File: src/core/pif_map.vh
// Register map, field positions and reset values of the peripheral flag block.
// Included by the top-level design file of the block only; definitions only.
`ifndef PIF_MAP_VH
`define PIF_MAP_VH

// Byte offsets on the Wishbone bus, one 32-bit word each
`define PIF_ADR_FLAGS_A 8'h00
`define PIF_ADR_FLAGS_B 8'h04
`define PIF_ADR_ENABLE_A 8'h08
`define PIF_ADR_ENABLE_B 8'h0C
`define PIF_ADR_CONTROL 8'h10
`define PIF_ADR_EVT_STATUS 8'h14
`define PIF_ADR_EVT_MASK 8'h18

// Flag register A layout
`define PIF_BIT_COMPARATOR_TWO 6
`define PIF_BIT_COMPARATOR_ONE 5
`define PIF_BIT_BUS_COLLISION 3
`define PIF_BIT_OSC_SYNTH 2
`define PIF_IMPL_FLAGS_A 8'h6C

// Flag register B layout
`define PIF_BIT_LOGIC_CELL_TWO 1
`define PIF_BIT_LOGIC_CELL_ONE 0
`define PIF_IMPL_FLAGS_B 8'h03

// Control register layout
`define PIF_BIT_GLOBAL_EN 7
`define PIF_BIT_PERIPH_EN 6
`define PIF_IMPL_CONTROL 8'hC0

// Event status and mask: one bit per source
`define PIF_EVT_WIDTH 6
`define PIF_EVT_COMP_ONE 0
`define PIF_EVT_COMP_TWO 1
`define PIF_EVT_BUS_COLL 2
`define PIF_EVT_OSC_SYNTH 3
`define PIF_EVT_CELL_ONE 4
`define PIF_EVT_CELL_TWO 5

// Reset values
`define PIF_RST_FLAGS 8'h00
`define PIF_RST_ENABLE 8'h00
`define PIF_RST_CONTROL 8'h00
`define PIF_RST_EVT 6'h00

`endif

File: src/core/pif_flag_reg.v
// One 8-bit pending-flag register with software read/write access.
// Assumes set inputs and write strobe are on sys_clk; no synchronisation.
`timescale 1ns/1ps
`default_nettype none

module pif_flag_reg #(
    parameter WIDTH = 8,
    parameter [WIDTH-1:0] IMPL_MASK = {WIDTH{1'b1}},
    parameter [WIDTH-1:0] RESET_VAL = {WIDTH{1'b0}}
) (
    // Clock and reset
    input wire sys_clk,
    input wire rst,
    // Software write
    input wire wr_en,
    input wire [WIDTH-1:0] wr_data,
    // Hardware set conditions
    input wire [WIDTH-1:0] set_vec,
    // Stored flags
    output reg [WIDTH-1:0] flags_reg
);

    reg [WIDTH-1:0] flags_next;

    always @* begin
        flags_next = wr_en ? wr_data : flags_reg;
        // Hardware set is ORed last so it beats a clearing write in the same cycle
        flags_next = (flags_next | set_vec) & IMPL_MASK;
    end

    always @(posedge sys_clk) begin
        if (rst) begin
            flags_reg <= RESET_VAL;
        end else begin
            flags_reg <= flags_next;
        end
    end

endmodule // pif_flag_reg

`default_nettype wire

File: src/core/pif_evt_status.v
// Sticky event status with write-one-to-clear and a mask of the same layout.
// Assumes events and strobes are on sys_clk.
`timescale 1ns/1ps
`default_nettype none

module pif_evt_status #(
    parameter WIDTH = 6
) (
    // Clock and reset
    input wire sys_clk,
    input wire rst,
    // Events
    input wire [WIDTH-1:0] event_vec,
    // Software access
    input wire clr_en,
    input wire [WIDTH-1:0] clr_data,
    input wire mask_wr,
    input wire [WIDTH-1:0] mask_data,
    // State
    output reg [WIDTH-1:0] status_reg,
    output reg [WIDTH-1:0] mask_reg,
    output wire irq_pending
);

    reg [WIDTH-1:0] status_next;

    always @* begin
        status_next = clr_en ? (status_reg & ~clr_data) : status_reg;
        status_next = status_next | event_vec;
    end

    assign irq_pending = |(status_reg & mask_reg);

    always @(posedge sys_clk) begin
        if (rst) begin
            status_reg <= {WIDTH{1'b0}};
            mask_reg <= {WIDTH{1'b0}};
        end else begin
            status_reg <= status_next;
            if (mask_wr) begin
                mask_reg <= mask_data;
            end
        end
    end

endmodule // pif_evt_status

`default_nettype wire

File: src/core/pif_top.v
// Peripheral interrupt flag block: two flag registers, their enables,
// the peripheral gate and an event interrupt, behind a classic Wishbone slave.
// Assumes all peripheral conditions come from logic clocked by sys_clk.
// Assumes the bus master holds each request until it sees the ack.
//
// What this block does
// - Flags set regardless of any enable bits
// - Flag one means pending, zero means none
// - Register A: bits 6,5,3,2; others zero
// - Register B: bits 1,0; bits 7-2 zero
// - Request needs flag, enable and peripheral enable
//
// The implementer's own choices: register access over Wishbone and the register offsets.
`timescale 1ns/1ps
`default_nettype none
`include "pif_map.vh"

module pif_top #(
    parameter ADR_WIDTH = 8
) (
    // Clock and reset
    input wire sys_clk,
    input wire rst,
    // Wishbone slave
    input wire wb_cyc_i,
    input wire wb_stb_i,
    input wire wb_we_i,
    input wire [ADR_WIDTH-1:0] wb_adr_i,
    input wire [3:0] wb_sel_i,
    input wire [31:0] wb_dat_i,
    output reg [31:0] wb_dat_o,
    output reg wb_ack_o,
    // Peripheral interrupt conditions
    input wire comparator_one_cond,
    input wire comparator_two_cond,
    input wire serial_bus_collision_cond,
    input wire osc_synth_cond,
    input wire logic_cell_one_cond,
    input wire logic_cell_two_cond,
    // Interrupt outputs
    output reg cpu_irq_req,
    output reg evt_irq
);

    // Bus handshake
    wire bus_req;
    wire wr_strobe;
    wire lane0_wr;
    reg [31:0] rd_data_next;

    // Register contents
    wire [7:0] periph_irq_flags_a;
    wire [7:0] periph_irq_flags_b;
    reg [7:0] enable_a_reg;
    reg [7:0] enable_b_reg;
    reg [7:0] irq_control_reg;
    wire [`PIF_EVT_WIDTH-1:0] evt_status;
    wire [`PIF_EVT_WIDTH-1:0] evt_mask;
    wire evt_pending;

    // Flag set vectors and per-register writes
    reg [7:0] set_a;
    reg [7:0] set_b;
    wire wr_flags_a;
    wire wr_flags_b;
    wire wr_evt_status;
    wire wr_evt_mask;
    wire wr_enable_a;
    wire wr_enable_b;
    wire wr_control;
    wire rd_strobe;

    // One-hot address decode, shared by the write strobes and the read mux
    wire hit_flags_a;
    wire hit_flags_b;
    wire hit_enable_a;
    wire hit_enable_b;
    wire hit_control;
    wire hit_evt_status;
    wire hit_evt_mask;

    // Event detection
    reg [7:0] flags_a_prev_reg;
    reg [7:0] flags_b_prev_reg;
    reg [`PIF_EVT_WIDTH-1:0] evt_vec;
    wire [7:0] rise_a;
    wire [7:0] rise_b;

    // Request gate
    wire periph_en;
    wire [7:0] pend_a;
    wire [7:0] pend_b;
    wire pend_any;
    wire cpu_irq_next;

    // Decode one aligned word address against the map
    // The map fits in 5 bits; a narrower address bus would alias words
    function adr_hit;
        input [ADR_WIDTH-1:0] adr;
        input [7:0] offset;
        begin
            adr_hit = (adr == offset[ADR_WIDTH-1:0]);
        end
    endfunction

    // Widen an 8-bit register to a bus word with upper bits zero
    function [31:0] word8;
        input [7:0] val;
        begin
            word8 = {24'h000000, val};
        end
    endfunction

    // Requests are answered one cycle after they appear; the high ack
    // masks the request in that cycle, so a held request is not taken twice.
    assign bus_req = wb_cyc_i & wb_stb_i & ~wb_ack_o;
    assign wr_strobe = bus_req & wb_we_i;
    // All registers fit in 8 bits, so only byte lane 0 writes anything
    assign lane0_wr = wr_strobe & wb_sel_i[0];
    assign rd_strobe = bus_req & ~wb_we_i;

    assign hit_flags_a = adr_hit(wb_adr_i, `PIF_ADR_FLAGS_A);
    assign hit_flags_b = adr_hit(wb_adr_i, `PIF_ADR_FLAGS_B);
    assign hit_enable_a = adr_hit(wb_adr_i, `PIF_ADR_ENABLE_A);
    assign hit_enable_b = adr_hit(wb_adr_i, `PIF_ADR_ENABLE_B);
    assign hit_control = adr_hit(wb_adr_i, `PIF_ADR_CONTROL);
    assign hit_evt_status = adr_hit(wb_adr_i, `PIF_ADR_EVT_STATUS);
    assign hit_evt_mask = adr_hit(wb_adr_i, `PIF_ADR_EVT_MASK);

    assign wr_flags_a = lane0_wr & hit_flags_a;
    assign wr_flags_b = lane0_wr & hit_flags_b;
    assign wr_enable_a = lane0_wr & hit_enable_a;
    assign wr_enable_b = lane0_wr & hit_enable_b;
    assign wr_control = lane0_wr & hit_control;
    assign wr_evt_status = lane0_wr & hit_evt_status;
    assign wr_evt_mask = lane0_wr & hit_evt_mask;

    // Condition inputs map straight onto flag positions; no enable
    // term enters here at all.
    always @* begin
        set_a = 8'h00;
        set_a[`PIF_BIT_COMPARATOR_TWO] = comparator_two_cond;
        set_a[`PIF_BIT_COMPARATOR_ONE] = comparator_one_cond;
        set_a[`PIF_BIT_BUS_COLLISION] = serial_bus_collision_cond;
        set_a[`PIF_BIT_OSC_SYNTH] = osc_synth_cond;
        set_b = 8'h00;
        set_b[`PIF_BIT_LOGIC_CELL_TWO] = logic_cell_two_cond;
        set_b[`PIF_BIT_LOGIC_CELL_ONE] = logic_cell_one_cond;
    end

    // Implemented-bit masks keep the unused positions at zero
    pif_flag_reg #(
        .WIDTH(8),
        .IMPL_MASK(`PIF_IMPL_FLAGS_A),
        .RESET_VAL(`PIF_RST_FLAGS)
    ) u_flags_a (
        .sys_clk(sys_clk),
        .rst(rst),
        .wr_en(wr_flags_a),
        .wr_data(wb_dat_i[7:0]),
        .set_vec(set_a),
        .flags_reg(periph_irq_flags_a)
    );

    pif_flag_reg #(
        .WIDTH(8),
        .IMPL_MASK(`PIF_IMPL_FLAGS_B),
        .RESET_VAL(`PIF_RST_FLAGS)
    ) u_flags_b (
        .sys_clk(sys_clk),
        .rst(rst),
        .wr_en(wr_flags_b),
        .wr_data(wb_dat_i[7:0]),
        .set_vec(set_b),
        .flags_reg(periph_irq_flags_b)
    );

    // Enables and control; they gate only the request, never the flags.
    // Software ought to clear stale flags before setting an enable, since
    // a leftover flag raises the request at once.
    always @(posedge sys_clk) begin
        if (rst) begin
            enable_a_reg <= `PIF_RST_ENABLE;
            enable_b_reg <= `PIF_RST_ENABLE;
            irq_control_reg <= `PIF_RST_CONTROL;
        end else begin
            if (wr_enable_a) begin
                enable_a_reg <= wb_dat_i[7:0] & `PIF_IMPL_FLAGS_A;
            end
            if (wr_enable_b) begin
                enable_b_reg <= wb_dat_i[7:0] & `PIF_IMPL_FLAGS_B;
            end
            if (wr_control) begin
                irq_control_reg <= wb_dat_i[7:0] & `PIF_IMPL_CONTROL;
            end
        end
    end

    // A flag that goes from clear to set is one event.  Edges are taken
    // from the stored flags, so a level condition held for many cycles
    // still makes a single event.
    always @(posedge sys_clk) begin
        if (rst) begin
            flags_a_prev_reg <= `PIF_RST_FLAGS;
            flags_b_prev_reg <= `PIF_RST_FLAGS;
        end else begin
            flags_a_prev_reg <= periph_irq_flags_a;
            flags_b_prev_reg <= periph_irq_flags_b;
        end
    end

    assign rise_a = periph_irq_flags_a & ~flags_a_prev_reg;
    assign rise_b = periph_irq_flags_b & ~flags_b_prev_reg;

    // Events are numbered by source, not by flag position
    always @* begin
        evt_vec = `PIF_RST_EVT;
        evt_vec[`PIF_EVT_COMP_ONE] = rise_a[`PIF_BIT_COMPARATOR_ONE];
        evt_vec[`PIF_EVT_COMP_TWO] = rise_a[`PIF_BIT_COMPARATOR_TWO];
        evt_vec[`PIF_EVT_BUS_COLL] = rise_a[`PIF_BIT_BUS_COLLISION];
        evt_vec[`PIF_EVT_OSC_SYNTH] = rise_a[`PIF_BIT_OSC_SYNTH];
        evt_vec[`PIF_EVT_CELL_ONE] = rise_b[`PIF_BIT_LOGIC_CELL_ONE];
        evt_vec[`PIF_EVT_CELL_TWO] = rise_b[`PIF_BIT_LOGIC_CELL_TWO];
    end

    pif_evt_status #(
        .WIDTH(`PIF_EVT_WIDTH)
    ) u_evt (
        .sys_clk(sys_clk),
        .rst(rst),
        .event_vec(evt_vec),
        .clr_en(wr_evt_status),
        .clr_data(wb_dat_i[`PIF_EVT_WIDTH-1:0]),
        .mask_wr(wr_evt_mask),
        .mask_data(wb_dat_i[`PIF_EVT_WIDTH-1:0]),
        .status_reg(evt_status),
        .mask_reg(evt_mask),
        .irq_pending(evt_pending)
    );

    // The global enable belongs to the core's own vectoring and is only
    // stored here; the peripheral enable is the gate this block applies.
    assign periph_en = irq_control_reg[`PIF_BIT_PERIPH_EN];
    assign pend_a = periph_irq_flags_a & enable_a_reg;
    assign pend_b = periph_irq_flags_b & enable_b_reg;
    assign pend_any = (|pend_a) | (|pend_b);
    assign cpu_irq_next = periph_en & pend_any;

    // Word map, low byte of each word only:
    //   0x00 flags A, 0x04 flags B
    //   0x08 enable A, 0x0C enable B, same layout as the flags
    //   0x10 control: bit 7 global enable (stored only), bit 6 peripheral enable
    //   0x14 event status, write one to clear
    //   0x18 event mask
    // Unmapped addresses read zero and ignore writes, but are still acknowledged.
    always @* begin
        rd_data_next = 32'h00000000;
        if (hit_flags_a) begin
            rd_data_next = word8(periph_irq_flags_a);
        end else if (hit_flags_b) begin
            rd_data_next = word8(periph_irq_flags_b);
        end else if (hit_enable_a) begin
            rd_data_next = word8(enable_a_reg);
        end else if (hit_enable_b) begin
            rd_data_next = word8(enable_b_reg);
        end else if (hit_control) begin
            rd_data_next = word8(irq_control_reg);
        end else if (hit_evt_status) begin
            rd_data_next = {26'h0, evt_status};
        end else if (hit_evt_mask) begin
            rd_data_next = {26'h0, evt_mask};
        end
    end

    // Registered answer: ack one cycle after the request, data with it
    // Data loads only on reads, so it holds between reads
    always @(posedge sys_clk) begin
        if (rst) begin
            wb_ack_o <= 1'b0;
            wb_dat_o <= 32'h00000000;
        end else begin
            wb_ack_o <= bus_req;
            if (rd_strobe) begin
                wb_dat_o <= rd_data_next;
            end
        end
    end

    // Interrupt outputs straight from flip-flops, one cycle behind state.
    // A condition seen at edge N raises the request after N+1 and the event
    // interrupt after N+2; the stage costs a cycle but keeps glitches off the pins.
    always @(posedge sys_clk) begin
        if (rst) begin
            cpu_irq_req <= 1'b0;
            evt_irq <= 1'b0;
        end else begin
            cpu_irq_req <= cpu_irq_next;
            evt_irq <= evt_pending;
        end
    end

endmodule // pif_top

`default_nettype wire

File: config.mk
export PLATFORM = sky130hd
export DESIGN_NAME = pif_top
export DESIGN_NICKNAME = d
export VERILOG_FILES = /design/src/core/pif_flag_reg.v /design/src/core/pif_evt_status.v /design/src/core/pif_top.v
export VERILOG_INCLUDE_DIRS = /design/src /design/src/core
export SDC_FILE = /design/constraint.sdc
export NUM_CORES = 1
export LEC_CHECK = 0
export BUFFER_PORTS_ARGS = -buffer_cell sky130_fd_sc_hd__buf_2
export CORE_ASPECT_RATIO = 0.8
export CORE_UTILIZATION = 35
export DETAILED_ROUTE_END_ITERATION = 16
export SETUP_SLACK_MARGIN = 0.5
export SYNTH_ARGS = -nofsm -noshare
export SYNTH_HDL_FRONTEND = slang
export SYNTH_SLANG_ARGS = --single-unit
File: constraint.sdc
create_clock -name sys_clk -period 2.9 [get_ports sys_clk]
set_input_delay 0.145 -clock sys_clk [delete_from_list [all_inputs] [get_ports sys_clk]]
set_output_delay 0.145 -clock sys_clk [all_outputs]
set_load 0.02 [all_outputs]
======== After elaboration in Yosys (flattened, before gate mapping) ========
Cells that the tools add are included.
operators by class
  equality and inequality tests ........... 6
  multiplexer cells ....................... 10
  bitwise gates (word level) .............. 28
  reductions and logical operators ........ 4
operators with widths
  kind                                                 count
  two-way mux 8 bit                                    5
  equality test 8 x 5 -> 1 bit, second input constant  3
  two-way mux 6 bit                                    3
  equality test 8 x 4 -> 1 bit, second input constant  2
  OR reduction 8 bit                                   2
  bitwise AND 7 bit                                    2
  bitwise AND 1 bit                                    13
  bitwise AND 6 bit                                    2
  equality test 8 x 3 -> 1 bit, second input constant  1
  zero test 8 bit                                      1
  two-way mux 7 bit                                    1
  NOT 7 bit                                            1
  OR 7 bit                                             1
  NOT 6 bit                                            1
  OR 6 bit                                             1
  OR reduction 6 bit                                   1
  bitwise AND 2 bit                                    2
  two-way mux 2 bit                                    1
  NOT 1 bit                                            2
  NOT 2 bit                                            1
  OR 2 bit                                             1
  OR 1 bit                                             1
word-level totals
  flip-flop bits (word level) ............. 70
  bits of input ports ..................... 55
  output and inout port bits .............. 35
  logic and storage cells ................. 61

======== Depth between registers and ports, before layout ========
  word-level depth ........................ 8
  mapped depth ............................ 6
  gate-level depth less buffers ........... 4

======== Modules after synthesis ========
Synthesis repeated with hierarchy kept, for this count alone.
unflattened totals
  cell total of the unflattened synthesis .. 267
  area total of the unflattened synthesis .. 2352.3 µm²
by module, submodules not included
  module                     instances  cells each  area an instance (µm²)  sequential area each (µm²)
  pif_top                    1          188         1554.0                  500.5
  pif_evt_status             1          42          478.0                   240.2
  pif_flag_reg at u_flags_a  1          22          193.9                   80.1
  pif_flag_reg at u_flags_b  1          15          126.4                   40.0

======== Least setup slack after synthesis ========
No wires, ideal clock.
  path type ............................... reg-to-reg
  start ................................... reg wb_ack_o
  end ..................................... reg u_flags_a.flags_reg[2]
  library setup time ...................... 0.132 ns
  arrival time ............................ 1.665 ns
  required time ........................... 2.768 ns
  path slack .............................. 1.102 ns
  stages on the path, launching flop included .. 6
  buffers on the path ..................... 1
  clock period less this slack ............ 1.798 ns
  cells stage by stage .................... dfxtp_1 > nand3b_1 > or4_1 > clkbuf_1 > o21ai_0 > a21oi_1
on the way
  longest elaborated chain between the ends .. 7
RTL lines
  what                      RTL line           RTL
  start: declaration        pif_top.v:32       output reg wb_ack_o,
  start signal: assignment  pif_top.v:282      wb_ack_o <= bus_req;
  NOT 1 bit                 pif_top.v:116      assign bus_req = wb_cyc_i & wb_stb_i & ~wb_ack_o;
  bitwise AND 1 bit         pif_top.v:116
  bitwise AND 1 bit         pif_top.v:117      assign wr_strobe = bus_req & wb_we_i;
  bitwise AND 1 bit         pif_top.v:119      assign lane0_wr = wr_strobe & wb_sel_i[0];
  bitwise AND 1 bit         pif_top.v:130      assign wr_flags_a = lane0_wr & hit_flags_a;
  two-way mux 7 bit         pif_flag_reg.v:26  flags_next = wr_en ? wr_data : flags_reg;
  OR 7 bit                  pif_flag_reg.v:28  flags_next = (flags_next | set_vec) & IMPL_MASK;
  end signal: assignment    pif_flag_reg.v:35  flags_reg <= flags_next;
  end: declaration          pif_flag_reg.v:20  output reg [WIDTH-1:0] flags_reg
Every way passes these cells.
A chain may end at the register's enable or synchronous reset.

======== Worst setup path in the final report ========
  start ................................... reg wb_ack_o
  end ..................................... reg u_flags_a.flags_reg[5]
The elaborated chain is that of the path after synthesis.

==> out/results.txt <==
Sum Neg Setup Slack - 0 ps
Area contributors post-synth - dfxtp_1 (40%), buf_4 (8.4%), mux2i_1 (6.5%)
Post-route DRC - 0
Post-DRT Antenna Nets - 0
Worst R2R Path Depth - 4
GRT Residual Overflow - 0
Syn Area/Cell - 8.64 um^2
Max FFs per register - 8
Antenna violations before repair - 0
Kind of critical path - reg2reg
FF/Latch Area - 861 um^2
Cts hold-fix bufs - 0
CTS root buffer - clkbuf_8
Clock Skew - 3.67 ps
Total number of vias - 1,812
Iteration-0 DRC Markers - 148
CTS tree - yes
FILL cells - 616
Combinational share of power - 12.0%
N_diodes - 0
Post-synthesis cell count - 248
Final hold violation count - 0
Peak fanout along the critical path - 9
Switching Fraction - 27.8%
Met1 Track Usage GR - 25.4%
First-pass GRT wire length - 8160 um
Core area - 0.00591 mm^2
CTS resizes - 0
#FFs+latches synth - 43
Count leader, synth - dfxtp_1
Area occupied by multi-input gates - 0.00112 mm^2
PnR Total Power - 1.14 mW
CP max-delay cell - or4_1
H-Tree Depth - 2
Clock slew at reported path FFs - 80 ps
GR met3 Demand/Resource - 3.87%
Worst skew pair latency - 300 ps
Die Height - 72.0 um
Rows - 25
CP peak stage delay - 790 ps
CTS buffer count - 5
Starting density of the core - 36.3%
Peak VDD IR - 0.257 mV
Die footprint - 0.00644 mm^2
Pwr Density - 476 mW/mm^2
P_sw - 0.317 mW
Overall routing resource usage - 16.8%
Rel. slew slack - 47.9%
Synthesized area - 0.00214 mm^2
TritonRoute pass-1 iters - 4
Largest net degree at the start of global routing - 46
Worst-Margin Slew - 781 ps
Clock power frac - 33.0%
Reg power frac - 55.0%
Clock period minus final worst setup slack - 1960 ps
Synth warnings - 0
Io pins - 90
Arr. time, crit path - 2110 ps
Ys async rst share - 0%
Synth top area share - 40.2%
Number of port buffers - 38
Vias in the first global route - 1,608
Drt wl/cell - 13.8 um
Leading area contributor after synthesis - dfxtp_1
Ys flop type - dfxtp_1
Fmax - 511 MHz
Status - finished, final reports clean
Worst Hold Class - in2reg
Final Max Slew Viols - 0
Hold path depth - 3
RSZ-0062 raised after global routing - no
Sequential-to-total area share from yosys stat - 40.2%
Final Wtd Congestion - 0.812
Worst Path Required - 3050 ps
Final WL - 5030 um
Final period util - 67.5%
Cell variety after synth - 37
Clock Path Buffers - 2
Crit. End Element - flip-flop
Leading cell types by count after synthesis - dfxtp_1 (43), buf_4 (24), nor2_1 (20), a21oi_1 (17), o21ai_0 (17)
Total Nets Final - 337
Vias/cell - 4.98
Int Power - 0.822 mW
Crit-path cells - nand3b_1 > or4_1 > o21ai_0 > a21oi_1
Area growth from synthesis to layout - 11.7%
Die width - 89.5 um
Sink Count - 43
Post-synth EDFFs - 0
GR peak layer - met1
Final setup fails - 0
Hpwl dp - 3700 um
Pleak - 0.917 nW
Max Cap Viol - 0
Crit path launch type - flip-flop
Post CTS Setup Buffer Count - 0
Global Route met2 Usage - 24.1%
Share of cells above drive strength 1 - 19.1%
-- cell type report --
type	instances	share of cell area [%]
Clock buffer	6	3.03
Sequential cell	43	35.9
Clock inverter	2	0.522
Tap cell	81	4.23
Multi-Input combinational cell	185	46.6
Inverter	7	1.10
Timing Repair Buffer	40	8.57
-- power by group through the flow --
stage	Combinational [mW]	Sequential [mW]	Clock, mW
finish	0.137	0.627	0.376
detailed placement	0.137	0.641	0
global route	0.152	0.630	0.413
CTS	0.137	0.627	0.387
global placement	0.135	0.640	0
floorplan	0.116	0.637	0
-- logic make-up after synthesis --
family | synth area share (%)
compound gates | 17.2
mux | 6.54
buf+inv | 11.8
other cells | 0.175
flops | 40.2
simple gates | 24.2
-- placed cells by master (no fill, tap or decap), drive strengths merged, types with 2 or more instances in the layout --
master | netlist | layout
nand2b | 13 | 13
a31oi | 5 | 5
nor2 | 20 | 20
nor3 | 5 | 5
inv | 7 | 7
or4 | 4 | 4
mux2i | 14 | 14
or3 | 2 | 2
or2 | 2 | 2
nor4 | 4 | 4
a311oi | 3 | 3
nand3 | 6 | 6
nor2b | 7 | 7
conb | 1 | 24
clkbuf | 11 | 6
nand2 | 11 | 11
o21ai | 18 | 18
and2 | 2 | 2
a21oi | 17 | 17
a222oi | 2 | 2
or4b | 3 | 3
dfxtp | 43 | 43
nand3b | 5 | 5
buf | 25 | 40
a22oi | 8 | 8
a211oi | 3 | 3
-- layer usage --
layer | up-vias | routed length (um) | part of all wire [%]
met1 | 829 | 2470 | 49
met5 | - | 0 | 0
met4 | 0 | 37 | 0.74
met3 | 4 | 384 | 7.6
met2 | 69 | 2140 | 42
li1 | 910 | - | -
-- through the flow --
stage | setup slack, ps | util [%] | instances | area, um^2 | hold slack [ps]
after floorplan | 1100 | - | 271 | 2230 | 292
after global placement | 875 | 39.1 | 356 | 2310 | 394
after detailed placement | 842 | 39.1 | 356 | 2310 | 407
after CTS | 928 | 40.5 | 364 | 2390 | 97.9
after global routing | 799 | 40.5 | 364 | 2390 | 103
final | 942 | 40.5 | 364 | 2390 | 92.2
-- worst max-delay path, delay by kind of cell, from the launching register on --
| family | cells | cell delay (ps) |
|---|---|---|
| compound gates | 2 | 290 |
| flops | 1 | 320 |
| simple gates | 2 | 1190 |
-- worst paths after layout --
path	from	end	slack, ps
setup reg to reg	wb_ack_o	u_flags_a.flags_reg[5]	940
setup / recovery	wb_ack_o	u_flags_a.flags_reg[5]	940
hold / removal	wb_dat_i[7]	irq_control_reg[7]	90
hold reg to reg	wb_dat_o[7]	wb_dat_o[7]	450
(Power assumes the default switching activity.)
